## src/spp_consts.svh

```systemverilog
// constants of the six pin port: register offsets, field positions, reset values
`ifndef SPP_CONSTS_SVH
`define SPP_CONSTS_SVH
// ----------------------------------------------------------------
// register offsets (byte addresses of 32-bit words)
// ----------------------------------------------------------------
`define SPP_OFS_DATA 8'h00
`define SPP_OFS_DIR 8'h04
`define SPP_OFS_PULL_HIGH 8'h08
`define SPP_OFS_PULL_LOW 8'h0C
`define SPP_OFS_OPEN_DRAIN 8'h10
`define SPP_OFS_CHANGE_SEL 8'h14
`define SPP_OFS_IRQ_FLAG 8'h18
`define SPP_OFS_IRQ_ENABLE 8'h1C
`define SPP_OFS_POWER_ONE 8'h20
`define SPP_OFS_POWER 8'h24
`define SPP_OFS_IR_CTRL 8'h28
`define SPP_OFS_READ_SRC 8'h2C
`define SPP_OFS_FUNC_CTRL 8'h30
`define SPP_OFS_EVT_STATUS 8'h34
`define SPP_OFS_EVT_MASK 8'h38
`define SPP_OFS_TMR_B_CTRL 8'h3C
`define SPP_OFS_BEEPER_CTRL 8'h40
// ----------------------------------------------------------------
// field positions
// ----------------------------------------------------------------
`define SPP_BIT_PORT_CHANGE 1
`define SPP_BIT_GLOBAL_IRQ 7
`define SPP_BIT_EXT_IRQ_SEL 6
`define SPP_BIT_IR_EN 0
`define SPP_BIT_IR_POL 2
`define SPP_PULL_LOW_LSB 4
`define SPP_BIT_PULSE_OUT 7
`define SPP_BIT_BEEPER 7
// function control word bits
`define SPP_FC_EXT_RESET 0
`define SPP_FC_CLK_OUT 1
`define SPP_FC_PB2_PWM 2
`define SPP_FC_EDGE_FALL 3
`define SPP_FC_TA_CLK 4
`define SPP_FC_TA_LOW 5
`define SPP_FC_TB_CLK 6
// event status bits
`define SPP_EV_CHANGE 0
`define SPP_EV_EXT 1
// ----------------------------------------------------------------
// reset values and sizes
// ----------------------------------------------------------------
`define SPP_NPINS 6
`define SPP_RST_DIR 6'h3F
`define SPP_RST_BYTE 8'h00
`endif

```

## src/spp_pkg.sv

```systemverilog
// types shared by the six pin port
package spp_pkg;
  // pad width
  typedef logic [5:0] spp_pins_t;
  // operating modes
  typedef enum logic [1:0]
  {
    SPP_MODE_NORMAL = 2'b00,
    SPP_MODE_HALT = 2'b01,
    SPP_MODE_STANDBY = 2'b10
  } spp_mode_e;
endpackage

```

## src/spp_port.sv

```systemverilog
// six pin bidirectional port with level change and external interrupt
// Overview of operation
// six pins behind one data register
// per-pin direction bit selects input/output
// per-pin pull-high enable for inputs
// pull-low only pins 0-3, bits 7:4
// per-pin open-drain select for outputs
// selected pin change sets port change flag
// irq when flag, enable and global set
// external irq select makes pin 0 input
// external irq disables pin 0 change detect
// ir enable drives carrier onto pin 1
// pin 3 low resets when selected
// clock out pin 4 in normal/standby
// pin 2 feeds timer external clocks
// pin 2 outputs pulse or beeper
// per-pin read of pad or latch
// edge select for external interrupt
// carrier polarity gated by output data
// compare samples; flag cleared by writing zero
//
// The address-and-strobe port and the register addresses are this design's own decisions.
`include "spp_consts.svh"

module spp_port
(
  // clock and reset
  input wire logic clk,
  input wire logic rst,
  // register port
  input wire logic [7:0] reg_addr,
  input wire logic [7:0] reg_wdata,
  input wire logic reg_wr,
  input wire logic reg_rd,
  output logic [7:0] reg_rdata,
  // pads
  input wire logic [5:0] pad_in,
  output logic [5:0] pad_out,
  output logic [5:0] pad_oe,
  output logic [5:0] pull_high_en,
  output logic [5:0] pull_low_en,
  // alternate function sources
  input wire logic ir_carrier_data,
  input wire logic pulse_data,
  input wire logic beeper_data,
  input wire logic inst_clk_level,
  input wire logic [1:0] op_mode,
  // alternate function sinks
  output logic ext_count_clock_in_a,
  output logic ext_count_clock_in_b,
  output logic ext_irq_signal,
  output logic ext_reset_req,
  output logic port_irq_req,
  output logic irq
);

  // ----------------------------------------------------------------
  // registers
  // ----------------------------------------------------------------
  // software visible storage, all cleared or preset by rst
  logic [5:0] port_data_ff; // output data latch
  logic [5:0] port_direction_ff; // 1 = input
  logic [5:0] pull_high_ctrl_ff; // 1 = pull-high on
  logic [7:0] pull_low_ctrl_ff; // bits 7:4 used
  logic [5:0] open_drain_ctrl_ff; // 1 = open drain
  logic [5:0] level_change_select_ff; // monitored pins
  logic [7:0] irq_flag_ff; // flag register
  logic [7:0] irq_enable_ff; // enable register
  logic [7:0] power_ctrl_one_ff; // global enable at bit 7
  logic [7:0] power_ctrl_ff; // ext select at bit 6
  logic [7:0] ir_ctrl_ff; // carrier control
  logic [5:0] read_src_ff; // 1 = read latch
  logic [7:0] func_ctrl_ff; // configuration word and timer selects
  logic [7:0] tmr_b_ctrl_one_ff; // pulse enable at bit 7
  logic [7:0] beeper_ctrl_ff; // beeper enable at bit 7
  logic [1:0] evt_status_ff; // sticky events
  logic [1:0] evt_mask_ff; // event mask
  logic [5:0] prev_pad_ff; // previous pad sample
  logic [7:0] rdata_ff; // read data
  // ----------------------------------------------------------------
  // output flip-flops: every port of the block except reg_rdata (from rdata_ff) comes from one of these
  // ----------------------------------------------------------------
  // pad drive level, registered so the pad never sees decode glitches
  logic [5:0] pad_out_ff;
  // pad drive enable, high while the port drives the pin
  logic [5:0] pad_oe_ff;
  // pull-high enables as seen by the pad cells
  logic [5:0] ph_ff;
  // pull-low enables, the top two bits stay low
  logic [5:0] pl_ff;
  // timer a external clock level
  logic ta_ff;
  // timer b external clock level
  logic tb_ff;
  // one-cycle external interrupt pulse
  logic ext_sig_ff;
  // reset request from the pin 3 reset function
  logic rst_req_ff;
  // port change interrupt request
  logic pirq_ff;
  // summary event interrupt
  logic irq_ff;

  // ----------------------------------------------------------------
  // decode
  // ----------------------------------------------------------------
  // one strobe per register; an unmapped address matches none of them,
  // so a write there is dropped and a read there returns zero
  wire wr_data = reg_wr && reg_addr == `SPP_OFS_DATA;
  wire wr_dir = reg_wr && reg_addr == `SPP_OFS_DIR;
  wire wr_ph = reg_wr && reg_addr == `SPP_OFS_PULL_HIGH;
  wire wr_pl = reg_wr && reg_addr == `SPP_OFS_PULL_LOW;
  wire wr_od = reg_wr && reg_addr == `SPP_OFS_OPEN_DRAIN;
  wire wr_cs = reg_wr && reg_addr == `SPP_OFS_CHANGE_SEL;
  wire wr_flag = reg_wr && reg_addr == `SPP_OFS_IRQ_FLAG;
  wire wr_ien = reg_wr && reg_addr == `SPP_OFS_IRQ_ENABLE;
  wire wr_p1 = reg_wr && reg_addr == `SPP_OFS_POWER_ONE;
  wire wr_p0 = reg_wr && reg_addr == `SPP_OFS_POWER;
  wire wr_ir = reg_wr && reg_addr == `SPP_OFS_IR_CTRL;
  wire wr_rs = reg_wr && reg_addr == `SPP_OFS_READ_SRC;
  wire wr_fc = reg_wr && reg_addr == `SPP_OFS_FUNC_CTRL;
  wire wr_mask = reg_wr && reg_addr == `SPP_OFS_EVT_MASK;
  wire rd_evt = reg_rd && reg_addr == `SPP_OFS_EVT_STATUS;

  // timer b and beeper control words sit at their own offsets above the
  // event mask; only their enable bits reach the pad logic
  wire wr_tb = reg_wr && reg_addr == `SPP_OFS_TMR_B_CTRL;
  wire wr_bz = reg_wr && reg_addr == `SPP_OFS_BEEPER_CTRL;
  wire pulse_out_enable = tmr_b_ctrl_one_ff[`SPP_BIT_PULSE_OUT];
  wire beeper_enable = beeper_ctrl_ff[`SPP_BIT_BEEPER];

  // ----------------------------------------------------------------
  // alternate function selection
  // ----------------------------------------------------------------
  // each function but the timer clocks takes its pin over from the general purpose path;
  // pulse and beeper share pin 2, and the configuration bit decides
  // which of the two enables and levels reaches the pad
  wire ext_irq_select = power_ctrl_ff[`SPP_BIT_EXT_IRQ_SEL];
  wire ir_carrier_enable = ir_ctrl_ff[`SPP_BIT_IR_EN];
  wire carrier_polarity_select = ir_ctrl_ff[`SPP_BIT_IR_POL];
  wire cfg_ext_reset = func_ctrl_ff[`SPP_FC_EXT_RESET];
  wire cfg_clk_out = func_ctrl_ff[`SPP_FC_CLK_OUT];
  wire cfg_pb2_pwm = func_ctrl_ff[`SPP_FC_PB2_PWM];
  wire ext_irq_edge_select = func_ctrl_ff[`SPP_FC_EDGE_FALL];
  wire tmr_a_clock_select = func_ctrl_ff[`SPP_FC_TA_CLK];
  wire tmr_a_low_clock_select = func_ctrl_ff[`SPP_FC_TA_LOW];
  wire tmr_b_clock_select = func_ctrl_ff[`SPP_FC_TB_CLK];
  // carrier gating polarity
  wire ir_gate = carrier_polarity_select ? ~port_data_ff[1] : port_data_ff[1];
  // carrier on pin 1
  wire ir_drive = ir_carrier_enable;
  wire ir_level = ir_gate & ir_carrier_data;
  // pulse or beeper on pin 2
  wire pulse_beeper_enable = cfg_pb2_pwm ? pulse_out_enable : beeper_enable;
  wire pulse_beeper_data = cfg_pb2_pwm ? pulse_data : beeper_data;
  // clock out while normal or standby
  wire clk_out_on = cfg_clk_out && (op_mode == spp_pkg::SPP_MODE_NORMAL ||
                                    op_mode == spp_pkg::SPP_MODE_STANDBY);

  // pins 0, 3 and 5 have no output function; pins 0 and 3 may instead
  // be claimed as inputs by the interrupt and reset functions
  // per-pin forced output and level
  wire [5:0] force_out = {1'b0, clk_out_on, 1'b0, pulse_beeper_enable, ir_drive, 1'b0};
  wire [5:0] alt_level = {1'b0, inst_clk_level, 1'b0, pulse_beeper_data, ir_level, 1'b0};
  // pin 0 forced input by external select; R11 pin 3 input as reset
  wire [5:0] force_in = {2'b00, cfg_ext_reset, 2'b00, ext_irq_select};

  logic [5:0] nxt_pad_out;
  logic [5:0] nxt_pad_oe;
  logic [5:0] nxt_ph;
  logic [5:0] nxt_pl;
  logic [5:0] pin_rd;

  // ----------------------------------------------------------------
  // per-pin pad logic
  // ----------------------------------------------------------------
  // forced inputs beat forced outputs and the direction bit, so a pin
  // claimed as an interrupt or reset input never fights the board;
  // open drain also applies to function outputs, which then only pull
  // low and rely on the board for the high level
  // pins 0 to 3 get a pull-low leg, pins 4 and 5 a constant zero
  genvar gi;
  generate
    for (gi = 0; gi < `SPP_NPINS; gi = gi + 1)
    begin : g_pin
      // direction with function overrides
      wire is_out = (force_out[gi] | ~port_direction_ff[gi]) & ~force_in[gi];
      wire lvl = force_out[gi] ? alt_level[gi] : port_data_ff[gi];
      // open drain drives only low
      assign nxt_pad_oe[gi] = is_out & (~open_drain_ctrl_ff[gi] | ~lvl);
      assign nxt_pad_out[gi] = lvl;
      // pull-high on inputs
      assign nxt_ph[gi] = ~is_out & pull_high_ctrl_ff[gi];
      // pull-low exists on pins 0-3 only
      if (gi < 4)
      begin : g_pl
        assign nxt_pl[gi] = ~is_out & pull_low_ctrl_ff[`SPP_PULL_LOW_LSB + gi];
      end
      else
      begin : g_nopl
        assign nxt_pl[gi] = 1'b0;
      end
      // read pad or latch
      assign pin_rd[gi] = read_src_ff[gi] ? port_data_ff[gi] : pad_in[gi];
    end
  endgenerate

  // ----------------------------------------------------------------
  // change and external interrupt detection
  // ----------------------------------------------------------------
  // prev_pad_ff follows the pads every cycle whether or not a pin is
  // watched, so turning the watch on later never reports a stale change
  // pin 0 change disabled under external irq
  wire [5:0] watch = level_change_select_ff & {5'h1F, ~ext_irq_select};
  // compare with previous sample
  wire set_port_change_flag = |((pad_in ^ prev_pad_ff) & watch);
  // edge select: 1 = falling
  wire ext_edge = ext_irq_edge_select ? (prev_pad_ff[0] & ~pad_in[0])
                                      : (~prev_pad_ff[0] & pad_in[0]);
  wire ext_evt = ext_irq_select & ext_edge;
  // request gating
  wire nxt_pirq = irq_flag_ff[`SPP_BIT_PORT_CHANGE] & irq_enable_ff[`SPP_BIT_PORT_CHANGE]
                  & power_ctrl_one_ff[`SPP_BIT_GLOBAL_IRQ];

  // read mux, registered below only when a read strobe is present so
  // that the read data stay zero outside the answer cycle
  logic [7:0] rd_mux;
  always_comb
  begin
    case (reg_addr)
      `SPP_OFS_DATA: rd_mux = {2'b00, pin_rd};
      `SPP_OFS_DIR: rd_mux = {2'b00, port_direction_ff};
      `SPP_OFS_PULL_HIGH: rd_mux = {2'b00, pull_high_ctrl_ff};
      `SPP_OFS_PULL_LOW: rd_mux = {pull_low_ctrl_ff[7:4], 4'h0};
      `SPP_OFS_OPEN_DRAIN: rd_mux = {2'b00, open_drain_ctrl_ff};
      `SPP_OFS_CHANGE_SEL: rd_mux = {2'b00, level_change_select_ff};
      `SPP_OFS_IRQ_FLAG: rd_mux = irq_flag_ff;
      `SPP_OFS_IRQ_ENABLE: rd_mux = irq_enable_ff;
      `SPP_OFS_POWER_ONE: rd_mux = power_ctrl_one_ff;
      `SPP_OFS_POWER: rd_mux = power_ctrl_ff;
      `SPP_OFS_IR_CTRL: rd_mux = ir_ctrl_ff;
      `SPP_OFS_READ_SRC: rd_mux = {2'b00, read_src_ff};
      `SPP_OFS_FUNC_CTRL: rd_mux = func_ctrl_ff;
      `SPP_OFS_EVT_STATUS: rd_mux = {6'h00, evt_status_ff};
      `SPP_OFS_EVT_MASK: rd_mux = {6'h00, evt_mask_ff};
      // upper offsets hold timer b and beeper enables
      `SPP_OFS_TMR_B_CTRL: rd_mux = tmr_b_ctrl_one_ff;
      `SPP_OFS_BEEPER_CTRL: rd_mux = beeper_ctrl_ff;
      default: rd_mux = 8'h00;
    endcase
  end

  // ----------------------------------------------------------------
  // control registers
  // ----------------------------------------------------------------
  // storage that changes only when addressed; the pull-low register keeps
  // its low nibble at zero since no bit there controls a pin
  // data and configuration writes
  always_ff @(posedge clk or posedge rst)
  begin
    if (rst)
    begin
      port_data_ff <= 6'h00;
      port_direction_ff <= `SPP_RST_DIR;
      pull_high_ctrl_ff <= 6'h00;
      pull_low_ctrl_ff <= `SPP_RST_BYTE;
      open_drain_ctrl_ff <= 6'h00;
      level_change_select_ff <= 6'h00;
      irq_enable_ff <= `SPP_RST_BYTE;
      power_ctrl_one_ff <= `SPP_RST_BYTE;
      power_ctrl_ff <= `SPP_RST_BYTE;
      ir_ctrl_ff <= `SPP_RST_BYTE;
      read_src_ff <= 6'h00;
      func_ctrl_ff <= `SPP_RST_BYTE;
      tmr_b_ctrl_one_ff <= `SPP_RST_BYTE;
      beeper_ctrl_ff <= `SPP_RST_BYTE;
      evt_mask_ff <= 2'b00;
    end
    else
    begin
      if (wr_data) port_data_ff <= reg_wdata[5:0];
      if (wr_dir) port_direction_ff <= reg_wdata[5:0];
      if (wr_ph) pull_high_ctrl_ff <= reg_wdata[5:0];
      if (wr_pl) pull_low_ctrl_ff <= {reg_wdata[7:4], 4'h0};
      if (wr_od) open_drain_ctrl_ff <= reg_wdata[5:0];
      if (wr_cs) level_change_select_ff <= reg_wdata[5:0];
      if (wr_ien) irq_enable_ff <= reg_wdata;
      if (wr_p1) power_ctrl_one_ff <= reg_wdata;
      if (wr_p0) power_ctrl_ff <= reg_wdata;
      if (wr_ir) ir_ctrl_ff <= reg_wdata;
      if (wr_rs) read_src_ff <= reg_wdata[5:0];
      if (wr_fc) func_ctrl_ff <= reg_wdata;
      if (wr_tb) tmr_b_ctrl_one_ff <= reg_wdata;
      if (wr_bz) beeper_ctrl_ff <= reg_wdata;
      if (wr_mask) evt_mask_ff <= reg_wdata[1:0];
    end
  end

  // ----------------------------------------------------------------
  // flags, events and outputs
  // ----------------------------------------------------------------
  // a change seen in the same cycle as a clearing write or a status read
  // survives it, so no event is lost to a race with software
  // set wins over software clear
  always_ff @(posedge clk or posedge rst)
  begin
    if (rst)
    begin
      irq_flag_ff <= `SPP_RST_BYTE;
      evt_status_ff <= 2'b00;
      prev_pad_ff <= 6'h00;
    end
    else
    begin
      // cleared only by writing zero
      irq_flag_ff <= (wr_flag ? (irq_flag_ff & reg_wdata) : irq_flag_ff)
                     | {6'h00, set_port_change_flag, 1'b0};
      evt_status_ff <= (rd_evt ? 2'b00 : evt_status_ff) | {ext_evt, set_port_change_flag};
      prev_pad_ff <= pad_in;
    end
  end

  // registered outputs: everything leaving the block is one cycle behind
  // its decode, which keeps the pad and interrupt timing fixed
  always_ff @(posedge clk or posedge rst)
  begin
    if (rst)
    begin
      rdata_ff <= 8'h00;
      pad_out_ff <= 6'h00;
      pad_oe_ff <= 6'h00;
      ph_ff <= 6'h00;
      pl_ff <= 6'h00;
      ta_ff <= 1'b0;
      tb_ff <= 1'b0;
      ext_sig_ff <= 1'b0;
      rst_req_ff <= 1'b0;
      pirq_ff <= 1'b0;
      irq_ff <= 1'b0;
    end
    else
    begin
      rdata_ff <= reg_rd ? rd_mux : 8'h00;
      pad_out_ff <= nxt_pad_out;
      pad_oe_ff <= nxt_pad_oe;
      ph_ff <= nxt_ph;
      pl_ff <= nxt_pl;
      // timer inputs are plain levels; the timers pick their own edge
      // timer external clocks from pin 2
      ta_ff <= tmr_a_clock_select & ~tmr_a_low_clock_select & pad_in[2];
      tb_ff <= tmr_b_clock_select & pad_in[2];
      // one edge per pin change, so the pulse never lasts two cycles
      ext_sig_ff <= ext_evt;
      // active-low reset on pin 3
      rst_req_ff <= cfg_ext_reset & ~pad_in[3];
      pirq_ff <= nxt_pirq;
      irq_ff <= |(evt_status_ff & evt_mask_ff);
    end
  end

  assign reg_rdata = rdata_ff;
  assign pad_out = pad_out_ff;
  assign pad_oe = pad_oe_ff;
  assign pull_high_en = ph_ff;
  assign pull_low_en = pl_ff;
  assign ext_count_clock_in_a = ta_ff;
  assign ext_count_clock_in_b = tb_ff;
  assign ext_irq_signal = ext_sig_ff;
  assign ext_reset_req = rst_req_ff;
  assign port_irq_req = pirq_ff;
  assign irq = irq_ff;

endmodule

```

## config.mk

```make
export PLATFORM = sky130hd
export DESIGN_NAME = spp_port
export DESIGN_NICKNAME = d
export VERILOG_FILES = /design/src/spp_pkg.sv /design/src/spp_port.sv
export VERILOG_INCLUDE_DIRS = /design/src
export SDC_FILE = /design/constraint.sdc
export NUM_CORES = 1
export LEC_CHECK = 0
export ABC_AREA = 1
export BUFFER_PORTS_ARGS = -buffer_cell sky130_fd_sc_hd__buf_2
export CAP_MARGIN = 30
export CORE_MARGIN = 2
export CORE_UTILIZATION = 30
export DETAILED_ROUTE_END_ITERATION = 12
export PLACE_DENSITY = 0.5
export SLEW_MARGIN = 20
export SYNTH_ARGS = -nofsm -noshare
export SYNTH_HDL_FRONTEND = slang
export SYNTH_SLANG_ARGS = --single-unit
export TNS_END_PERCENT = 50
```

## constraint.sdc

```tcl
create_clock -name clk -period 12.25 [get_ports clk]
set_input_delay 1.225 -clock clk [delete_from_list [all_inputs] [get_ports clk]]
set_output_delay 1.225 -clock clk [all_outputs]
set_load 0.05 [all_outputs]
```

### Word-level counts from Yosys, hierarchy flattened

Cells that the tools add are included.

| word-level totals | value |
|---|---|
| bits in registers | 150 |
| bits of input ports | 32 |
| output and inout bits | 38 |
| word-level logic and storage cells | 160 |

| operators by class | value |
|---|---|
| equality and inequality tests | 17 |
| muxes and demuxes | 17 |
| bitwise gates (word level) | 74 |
| reductions and logical operators | 23 |

Operators by type and width:

| operator | count |
|---|---|
| 8-bit case mux with 17 select lines | 1 |
| 8-bit by 6-bit == test with 1-bit output (second input constant) | 8 |
| 8-bit by 5-bit == test with 1-bit output (second input constant) | 4 |
| 1-bit inverter | 30 |
| 1-bit AND | 28 |
| 1-bit logical AND | 18 |
| 8-bit by 4-bit == test with 1-bit output (second input constant) | 2 |
| 8-bit two-way mux | 2 |
| 1-bit two-way mux | 13 |
| 6-bit AND | 2 |
| 1-bit bitwise OR | 9 |
| 8-bit AND | 1 |
| 8-bit by 3-bit == test with 1-bit output (second input constant) | 1 |
| 8-bit by 7-bit == test with 1-bit output (second input constant) | 1 |
| 8-bit logical NOT | 1 |
| 8-bit by 2-bit bitwise OR with 8-bit output | 1 |
| 6-bit OR reduction | 1 |
| 6-bit XOR | 1 |
| 2-bit AND | 1 |
| 2-bit == test (second input constant) | 1 |
| 2-bit logical NOT | 1 |
| 2-bit two-way mux | 1 |
| 2-bit bitwise OR | 1 |
| 2-bit OR reduction | 1 |
| 1-bit logical OR | 1 |

### Logic depth before layout (Yosys ltp)

Gate-level depths: netlist (run 1).

| depth | value |
|---|---|
| depth after elaboration | 7 |
| gate-level depth with buffers | 10 |
| mapped depth without buffers | 9 |

### Least setup slack after synthesis (run 1)

Ideal clock, no wire load.

| timing | value |
|---|---|
| path kind | input to register |
| start point | input reg_addr[1] |
| end point | register port_data_ff[1] |
| arrival time | 2.100 ns |
| required time | 12.117 ns |
| slack | 10.017 ns |
| stages on the path | 7 |
| path buffers | 1 |
| path through | nor2_2 > nand2_2 > nor2_2 > nand2_1 > buf_2 > nand2_1 > o21ai_0 |

| between the ends | value |
|---|---|
| word-level cells in the longest chain between the ends | 2 |

RTL lines:

| what | line | source |
|---|---|---|
| start, declared | spp_port.sv:31 | `input wire logic [7:0] reg_addr,` |
| 8-bit logical NOT | n/a |  |
| 1-bit logical AND (no source line) | n/a |  |
| end signal, assigned | spp_port.sv:281 | `if (wr_data) port_data_ff <= reg_wdata[5:0];` |
| end, declared | spp_port.sv:61 | `logic [5:0] port_data_ff;` |

No other way between the ends.
A chain may end at the register's enable or synchronous reset.

### Final worst setup path (run 1)

| timing | value |
|---|---|
| start point | input reg_addr[1] |
| end point | register beeper_ctrl_ff[1] |

| between the ends | value |
|---|---|
| word-level cells in the longest chain between the ends | 2 |

RTL lines:

| what | line | source |
|---|---|---|
| 8-bit by 7-bit == test with 1-bit output | n/a |  |
| 1-bit logical AND (no source line) | n/a |  |
| end signal, assigned | spp_port.sv:276 | `` beeper_ctrl_ff <= `SPP_RST_BYTE; `` |
| end signal, assigned | spp_port.sv:294 | `if (wr_bz) beeper_ctrl_ff <= reg_wdata;` |
| end, declared | spp_port.sv:75 | `logic [7:0] beeper_ctrl_ff;` |

No other way between the ends.

==> metrics.cfg, run 1 <==
[grt]
grt_usage_pct=17.93
grt_use_met2_pct=27.01
grt_start_max_net_pins=95
first_global_vias=5327
gr-usage-met3_pct=4.735
grt_pass1_wl_mm=31.84
top_usage_layer=met2
gr-usage-met1_pct=25.10
overflow=0
antenna_found_initial=0

[setup_path]
rr_endpoint=evt_status_ff[0]
worstReg2RegStart=prev_pad_ff[0]
reg2reg_slack_ps=10510
required_ps=12540
end_kind=register
worstPathArrival_ps=3100
cp-start-kind=input port
critPathMaxFanout=21
path_class=input port to register
rr_worst_depth=5

[synthesis]
ys_seq_elements=150
postSynthCellCount=803
synth.distinct_cells=33
yosysWarningCount=0
syn-mean-instance-area_um2=8.394
synth_area_mm2=0.006740
ys_seq_area_share_pct=55.80

[floorplan]
start_util_pct=30.70
pin_count=70
core_area_mm2=0.02196
rows=54
dieArea_mm2=0.02368
die_x_um=153.9
fp.dieH_um=153.9

[final_layout]
nFillCells=2270
stdcell_count=1151
nets=892
syn_to_final_growth_pct=17.45
multi_input_area_mm2=0.002544
diodes=0
drive_above_1_share_pct=15.50
seq_area_mm2=0.003761

[clocking]
cts_sinks=150
clock_path_buffers=2
path_clk_slew_ps=60
root_buffer=clkbuf_16
cts_tree=done
postCtsResizedCells=0
numCtsBuffers=17
worst_skew_pair.late_latency_ps=430
cts_htree_levels=4
hold_buffers=0
post_cts_buffers=0

[placement]
dp.cells=1118
gp_congestion=0.8283
numPortBuffers=66
dpl.hpwl_mm=13.56
pre_cts_ws_ps=8990

[power_and_ir_drop]
p_leak_nw=3.882
ir_drop_uv=84.43
p_per_area_mw_per_mm2=151.1
p_total_mw=1.196

[run]
max_cap_violations=0

[timing]
holdWs_ps=455.8
setup_viol=0
fmax_mhz=355.9
rsz0062_at_grt=no
finalSetupTns_ps=0
worst_slack_ps=9440
worst_slew_pin_slew_ps=923.6
period_minus_slack_ps=2810
slew_headroom_pct=38.36
hold_violations=0
clock_skew_ps=9.017
period_share_pct=22.94
finalMaxSlewViolations=0

[detailed_routing]
drc=0
wirelength_mm=20.43
vias_per_cell=4.809
vias=5535
dr.pass1.iters=5
antenna_left=0
post_drt_wl_per_cell_um=17.75
drt-initial-drc-count=446

[min_path]
holdPathStages=0
hold_path_startpoint=port_data_ff[3]
worstHoldEndpoint=pad_out[3]
hp-class=register to register

[outcome]
status=complete, no violations

-- cells in the final DEF, fill, tap and decap left out, types with 3 or more instances in the layout --
cell type and n:
o21a_1 6, dfrtp_1 144, nand2_1 241, clkinv_2 3, nor2_4 6, clkbuf_16 17
buf_4 3, a21oi_1 5, buf_2 66, o21ai_0 94, dfstp_2 6, nor2_2 9
o21ai_1 17, clkinvlp_4 4, nor3_1 3, bufinv_16 5, inv_1 55, nand2_2 6
nor2_1 66, nand3_1 90
-- power breakdown --
part	switching (mW)	internal, mW
clock	0.215	0.366
sequential	0.0157	0.518
combinational	0.0611	0.0204
total	0.292	0.904
-- layout make-up --
| cell class | count | area share [%] |
|---|---|---|
| clock buffer | 19 | 5.595 |
| inverter | 58 | 2.813 |
| tap | 280 | 4.425 |
| timing repair buffer | 71 | 4.947 |
| multi-input combinational | 560 | 32.13 |
| clock inverter | 13 | 2.576 |
| sequential | 150 | 47.51 |
-- logic make-up (layout without fill, tap and decap cells) --
logic type	Yosys count	after routing	share of synthesized area (%)
simple gates	427	427	27.16
compound gates	128	128	9.931
fa+ha+maj	2	2	0.3712
other cells	1	2	0.05564
flops	150	150	55.80
buf+inv	94	161	6.553
xor+xnor	1	1	0.1300
-- per-layer routing --
metal	vias up	wire (µm)
li1	2698	-
met1	2625	9637
met2	182	9115
met3	30	1181
met4	0	495
met5	-	0
-- cell usage after synthesis (all sizes together) --
cell type	number	area, µm²
clkbuf	6	22.52
a21boi	1	7.510
a22o	1	8.760
dfrtp	144	3603
inv	58	217.7
nand3	92	478.0
nand2	247	942.2
a31oi	2	12.51
o21ai	111	555.5
nor3	3	15.01
ha	2	25.02
nand3b	1	7.510
a21o	1	7.510
nor2	81	369.1
a21oi	5	25.02
nor4	1	6.260
xor2	1	8.760
or2	1	6.260
dfstp	6	157.7
conb	1	3.750
buf	30	201.5
and3	1	6.260
a211oi	1	7.510
o21a	6	45.04
-- stage by stage --
stage / util (%) / area (µm²)
4_1_cts: 35.93 / 7889
3_5_place_dp: 32.98 / 7242
3_3_place_gp: 32.93 / 7231
5_1_grt: 36.05 / 7916
6_report: 36.05 / 7916
2_1_floorplan: - / 6744
-- worst max-delay path: stages --
cell     delay [ps]
buf_2           110
nor2_2          180
nand2_2         180
inv_1           720
nand2_1         140
inv_2           100
nand2_2         220
nand2_1         140
o21ai_1          70
-- how the worst max path moves through the flow --
stage / end / cells after the start / slack [ps] / startpoint
finish: beeper_ctrl_ff[1] / 9 / 9440 / reg_addr[1]
global route: irq_enable_ff[6] / 6 / 9340 / reg_addr[7]
CTS: level_change_select_ff[0] / 6 / 9440 / reg_addr[7]
detailed placement: level_change_select_ff[0] / 6 / 8990 / reg_addr[7]
global placement: reg_rdata[1] / 10 / 9020 / reg_addr[7]
floorplan: beeper_ctrl_ff[0] / 1 / 7000 / rst
Power figures use the tool's default switching activity.
==> run 2: changes to the inputs <==
- PLACE_DENSITY: 0.5 -> 0.52
- clock period: 12.25 -> 2.3 ns (I/O delays scaled with it)
==> metrics.cfg, run 2 (synthesis results as in run 1) <==
[clocking]
cts_sinks=150
worst_skew_pair.late_latency_ps=430
post_cts_buffers=0
root_buffer=clkbuf_16
path_clk_slew_ps=60
clock_path_buffers=2
numCtsBuffers=17
cts_tree=done
cts_htree_levels=4

[floorplan]
fp.dieH_um=153.9
pin_count=70
start_util_pct=30.70
rows=54
core_area_mm2=0.02196
die_x_um=153.9
dieArea_mm2=0.02368

[setup_path]
cp_cell_sequence=dlygate4sd3_1 > buf_2 > inv_1 > ha_1 > nand3b_1 > o21ai_0 > nor4_1 > buf_4 > nand2_1
cp-start-kind=input port
worstPathArrival_ps=1880
critPathCapture=evt_status_ff[0]
critPathMaxFanout=3
startpoint=pad_in[0]
rr_endpoint=evt_status_ff[0]
cp_slowest_cell=dlygate4sd3_1
end_kind=register
required_ps=2610
path_class=input port to register
worstReg2RegStart=prev_pad_ff[0]
reg2reg_slack_ps=850
max_stage_delay_ps=520
rr_worst_depth=6

[grt]
gr-usage-met1_pct=24.81
grt_pass1_wl_mm=31.38
grt_start_max_net_pins=65
overflow=0
first_global_vias=5363
grt_use_met2_pct=27.07
top_usage_layer=met2
gr-usage-met3_pct=4.200
grt_usage_pct=17.66
antenna_found_initial=0

[timing]
worst_slew_pin_slew_ps=646.8
slew_headroom_pct=56.62
finalMaxSlewViolations=0
period_share_pct=68.18
clock_skew_ps=10.98
finalSetupTns_ps=0
setup_viol=0
period_minus_slack_ps=1568
rsz0062_at_grt=no
fmax_mhz=637.7
hold_violations=0

[detailed_routing]
post_drt_wl_per_cell_um=17.15
drc=0
drt-initial-drc-count=479
vias_per_cell=4.725
vias=5509
dr.pass1.iters=6
wirelength_mm=20.00
antenna_left=0

[placement]
numPortBuffers=66
gp_congestion=0.8544
dpl.hpwl_mm=13.80

[power_and_ir_drop]
p_leak_nw=3.963
clock_power_share_pct=48.3
ir_drop_uv=470.0
p_comb_share_pct=7.0
p_sw_share_pct=24.08
internal_power_mw=4.838
p_per_area_mw_per_mm2=790.1
power_frac_seq_pct=44.6
switching_power_mw=1.534

[final_layout]
diodes=0
final_cell_mix=nand2_1, dfrtp_1, o21ai_0
final_common_cell=nand2_1
final_core_util_pct=36.73
syn_to_final_growth_pct=19.66
nets=907
drive_above_1_share_pct=16.03

[min_path]
hp-class=input port to register

[outcome]
status=complete, no violations

[run]
max_cap_violations=0

## run 2: cell count changes in the layout (fill, tap and decap cells not counted), sizes merged
| cell | delta |
|---|---|
| dlygate4sd3 | +6 |
| buf | +9 |
| inv | +1 |
| clkbuf | +1 |
| clkinvlp | -2 |
## run 2: worst min-delay path by stage
stage / start / to / slack (ps) / depth (start not counted)
CTS: reg_wdata[5] / irq_flag_ff[5] / 20 / 2
floorplan: pad_in[0] / prev_pad_ff[0] / 260 / 0
global route: reg_wdata[5] / irq_flag_ff[5] / 20 / 2
finish: reg_wdata[0] / irq_flag_ff[0] / 40 / 2
detailed placement: rst / port_data_ff[0] / 280 / 2
global placement: rst / port_data_ff[0] / 280 / 2
## run 2: repair_timing
item,CTS,global route
gates resized for setup,0,0
endpoints found under the setup margin,0,0
hold buffers,6,0
hold endpoints to repair,21,0
## run 2: routing by layer
layer | up-vias | wire length (µm)
met4 | 0 | 312
met3 | 18 | 1093
met1 | 2614 | 9685
met5 | - | 0
li1 | 2719 | -
met2 | 158 | 8911
## run 2: power groups by stage
| stage | clock [mW] | combinational (mW) | sequential [mW] |
|---|---|---|---|
| floorplan | 0 | 0.231 | 2.92 |
| global placement | 0 | 0.444 | 2.89 |
| detailed placement | 0 | 0.449 | 2.89 |
| CTS | 3.13 | 0.458 | 2.84 |
| global route | 3.25 | 0.505 | 2.86 |
| finish | 3.08 | 0.449 | 2.84 |
## run 2: final cells by class
class                   count  area, µm²
clock buffers              20      446.7
clock inverters            12      198.9
fillers                  2278      13890
inverters                  58      221.5
multi-input cells         560       2541
flip-flops and latches    150       3761
well taps                 280      350.3
repair buffers             86      545.5
## run 2: critical path, delay by kind of cell
kind | cells | cell delay (ps)
buffers and inverters | 4 | 890
AND/OR/NAND/NOR | 3 | 410
adder cells (fa/ha/maj) | 1 | 260
AO/OA/AOI/OAI | 1 | 90
## run 2: through the flow
step / instance area, µm² / power (mW) / cells / hold slack (ps) / worst slack [ps]
finish: 8065 / 6.373 / 1166 / 35.08 / 731.9
detailed placement: 7360 / 3.337 / 1128 / 276.1 / 473.7
global route: 8065 / 6.610 / 1166 / 22.46 / 636.6
floorplan: 6748 / 3.154 / 804 / 261.4 / 185.9
global placement: 7360 / 3.331 / 1128 / 277.0 / 511.1
CTS: 8065 / 6.428 / 1166 / 17.94 / 734.2
==> run 3: changes to the inputs <==
- ABC_AREA: 1 -> 0
- clock period: 2.3 -> 1.3 ns (I/O delays scaled with it)
==> metrics.cfg, run 3 <==
[synthesis]
async_reset_ff_share_pct=100.0
yosys.area.top_type_share_pct=53.92
ys.flop_type=dfrtp_1
synth.distinct_cells=52
yosys-top-cells-count=dfrtp_1, mux2_2, nand2_1
postSynthCellCount=510
ys_seq_area_share_pct=56.28
ys_seq_elements=150
synth_edf_count=0
syn-mean-instance-area_um2=13.10
yosysWarningCount=0
synth_area_mm2=0.006683
synth_top_cell_by_area=dfrtp_1
yosysMostFrequentCell=dfrtp_1
synth.area.top_cells=dfrtp_1, mux2_2, dfstp_2

[timing]
finalSetupTns_ps=-752.4
holdWs_ps=32.32
worst_slew_pin_slew_ps=506.0
period_minus_slack_ps=1524
setup_viol=5
clock_skew_ps=8.632
fmax_mhz=656.3
period_share_pct=117.2
rsz0062_at_grt=yes
worst_slack_ps=-223.7
finalMaxSlewViolations=0
hold_violations=0
slew_headroom_pct=66.27

[clocking]
cts_tree=done
cts_sinks=150
numCtsBuffers=17
path_clk_slew_ps=60
cts_htree_levels=4
worst_skew_pair.late_latency_ps=430
clock_path_buffers=2
root_buffer=clkbuf_16

[final_layout]
seq_area_mm2=0.003762
syn_to_final_growth_pct=37.43
stdcell_count=986
final_common_cell=dfrtp_1
nFillCells=2063
multi_input_area_mm2=0.002940
drive_above_1_share_pct=51.70
diodes=0
nets=727
final_cell_mix=dfrtp_1, buf_4, mux2_2

[placement]
dp.cells=935
numPortBuffers=66
gp_congestion=0.9343
dpl.hpwl_mm=15.97

[detailed_routing]
drc=0
wirelength_mm=22.12
vias_per_cell=5.155
drt-initial-drc-count=424
dr_wl_met3_mm=1.180
post_drt_wl_per_cell_um=22.43
vias=5083
met1Wirelength_mm=10.14
highest_layer=met4
dr.pass1.iters=5
wl_met2_mm=10.29
antenna_left=0

[floorplan]
dieArea_mm2=0.02349
rows=54
pin_count=70
die_x_um=153.3
core_area_mm2=0.02182
fp.dieH_um=153.3
start_util_pct=30.62

[setup_path]
worstReg2RegStart=read_src_ff[0]
end_kind=register
worstPathArrival_ps=1810
startpoint=read_src_ff[0]
rr_worst_depth=5
path_class=register to register
rr_endpoint=reg_rdata[0]
critPathCapture=reg_rdata[0]
cp-start-kind=register
reg2reg_slack_ps=-220
critPathMaxFanout=3
required_ps=1590

[min_path]
hp-class=input port to register
holdPathStages=3

[run]
max_cap_violations=0

[outcome]
status=finished with violations
violations=setup timing

[grt]
grt_start_max_net_pins=58
overflow=0
first_global_vias=5321
grt_pass1_wl_mm=33.74
grt_usage_pct=19.27
antenna_found_initial=0

[power_and_ir_drop]
ir_drop_uv=861.4
p_leak_nw=4.383
p_per_area_mw_per_mm2=1282
p_total_mw=11.78

## run 3: kinds of logic after synthesis
logic type | synth area share, %
adder cells (fa/ha/maj) | 0.3744
AND/OR/NAND/NOR | 9.811
multiplexers | 20.00
AO/OA/AOI/OAI | 10.32
XOR/XNOR | 0.6553
flip-flops | 56.28
buffers and inverters | 2.509
other | 0.05612
## run 3: how the worst min path moves through the flow
stage / startpoint / endpoint / slack [ps]
2_1_floorplan: pad_in[0] / prev_pad_ff[0] / 160
3_3_place_gp: rst / pull_high_ctrl_ff[1] / 60
3_5_place_dp: rst / pull_high_ctrl_ff[1] / 60
4_1_cts: ir_carrier_data / pad_out[1] / 20
5_1_grt: ir_carrier_data / pad_out[1] / 50
6_report: ir_carrier_data / pad_out[1] / 30
## run 3: worst max-delay path, stage by stage (launching register included)
cell,delay (ps)
dfrtp_2,440
nand2_1,70
o21ai_1,70
a222oi_1,430
o22a_1,260
a31oi_4,110
## run 3: routing by layer
metal / vias up / global-route usage (%)
met5: - / 0
met4: 0 / 6.614
met3: 30 / 4.423
met2: 157 / 29.29
met1: 2637 / 27.08
li1: 2259 / -
## run 3: per-stage QoR
| step | setup slack, ps | utilization [%] | area (µm²) |
|---|---|---|---|
| detailed placement | -590.9 | 37.37 | 8155 |
| CTS | -239.0 | 41.45 | 9045 |
| global route | -247.0 | 42.08 | 9184 |
| finish | -223.7 | 42.08 | 9184 |
| global placement | -550.5 | 37.37 | 8155 |
| floorplan | -714.1 | - | 6690 |
## run 3: area by class of cell
cell class,instances,area share [%]
clock buffer,23,5.095
tap,280,3.815
timing repair buffer,194,15.75
inverter,4,0.2044
sequential,150,40.97
clock inverter,9,2.153
multi-input combinational,326,32.02
## run 3: where the power goes
part	switching (mW)	internal [mW]
sequential	0.149	4.88
clock	1.94	3.70
combinational	0.641	0.466
total	2.73	9.04
## run 3: repair_timing
item,CTS,global route
hold buffers,10,0
cloned,1,1
pin swaps,10,11
resized for setup,23,23
setup endpoints to repair,22,42
buffers inserted,1,6
endpoints found under the hold margin,153,0
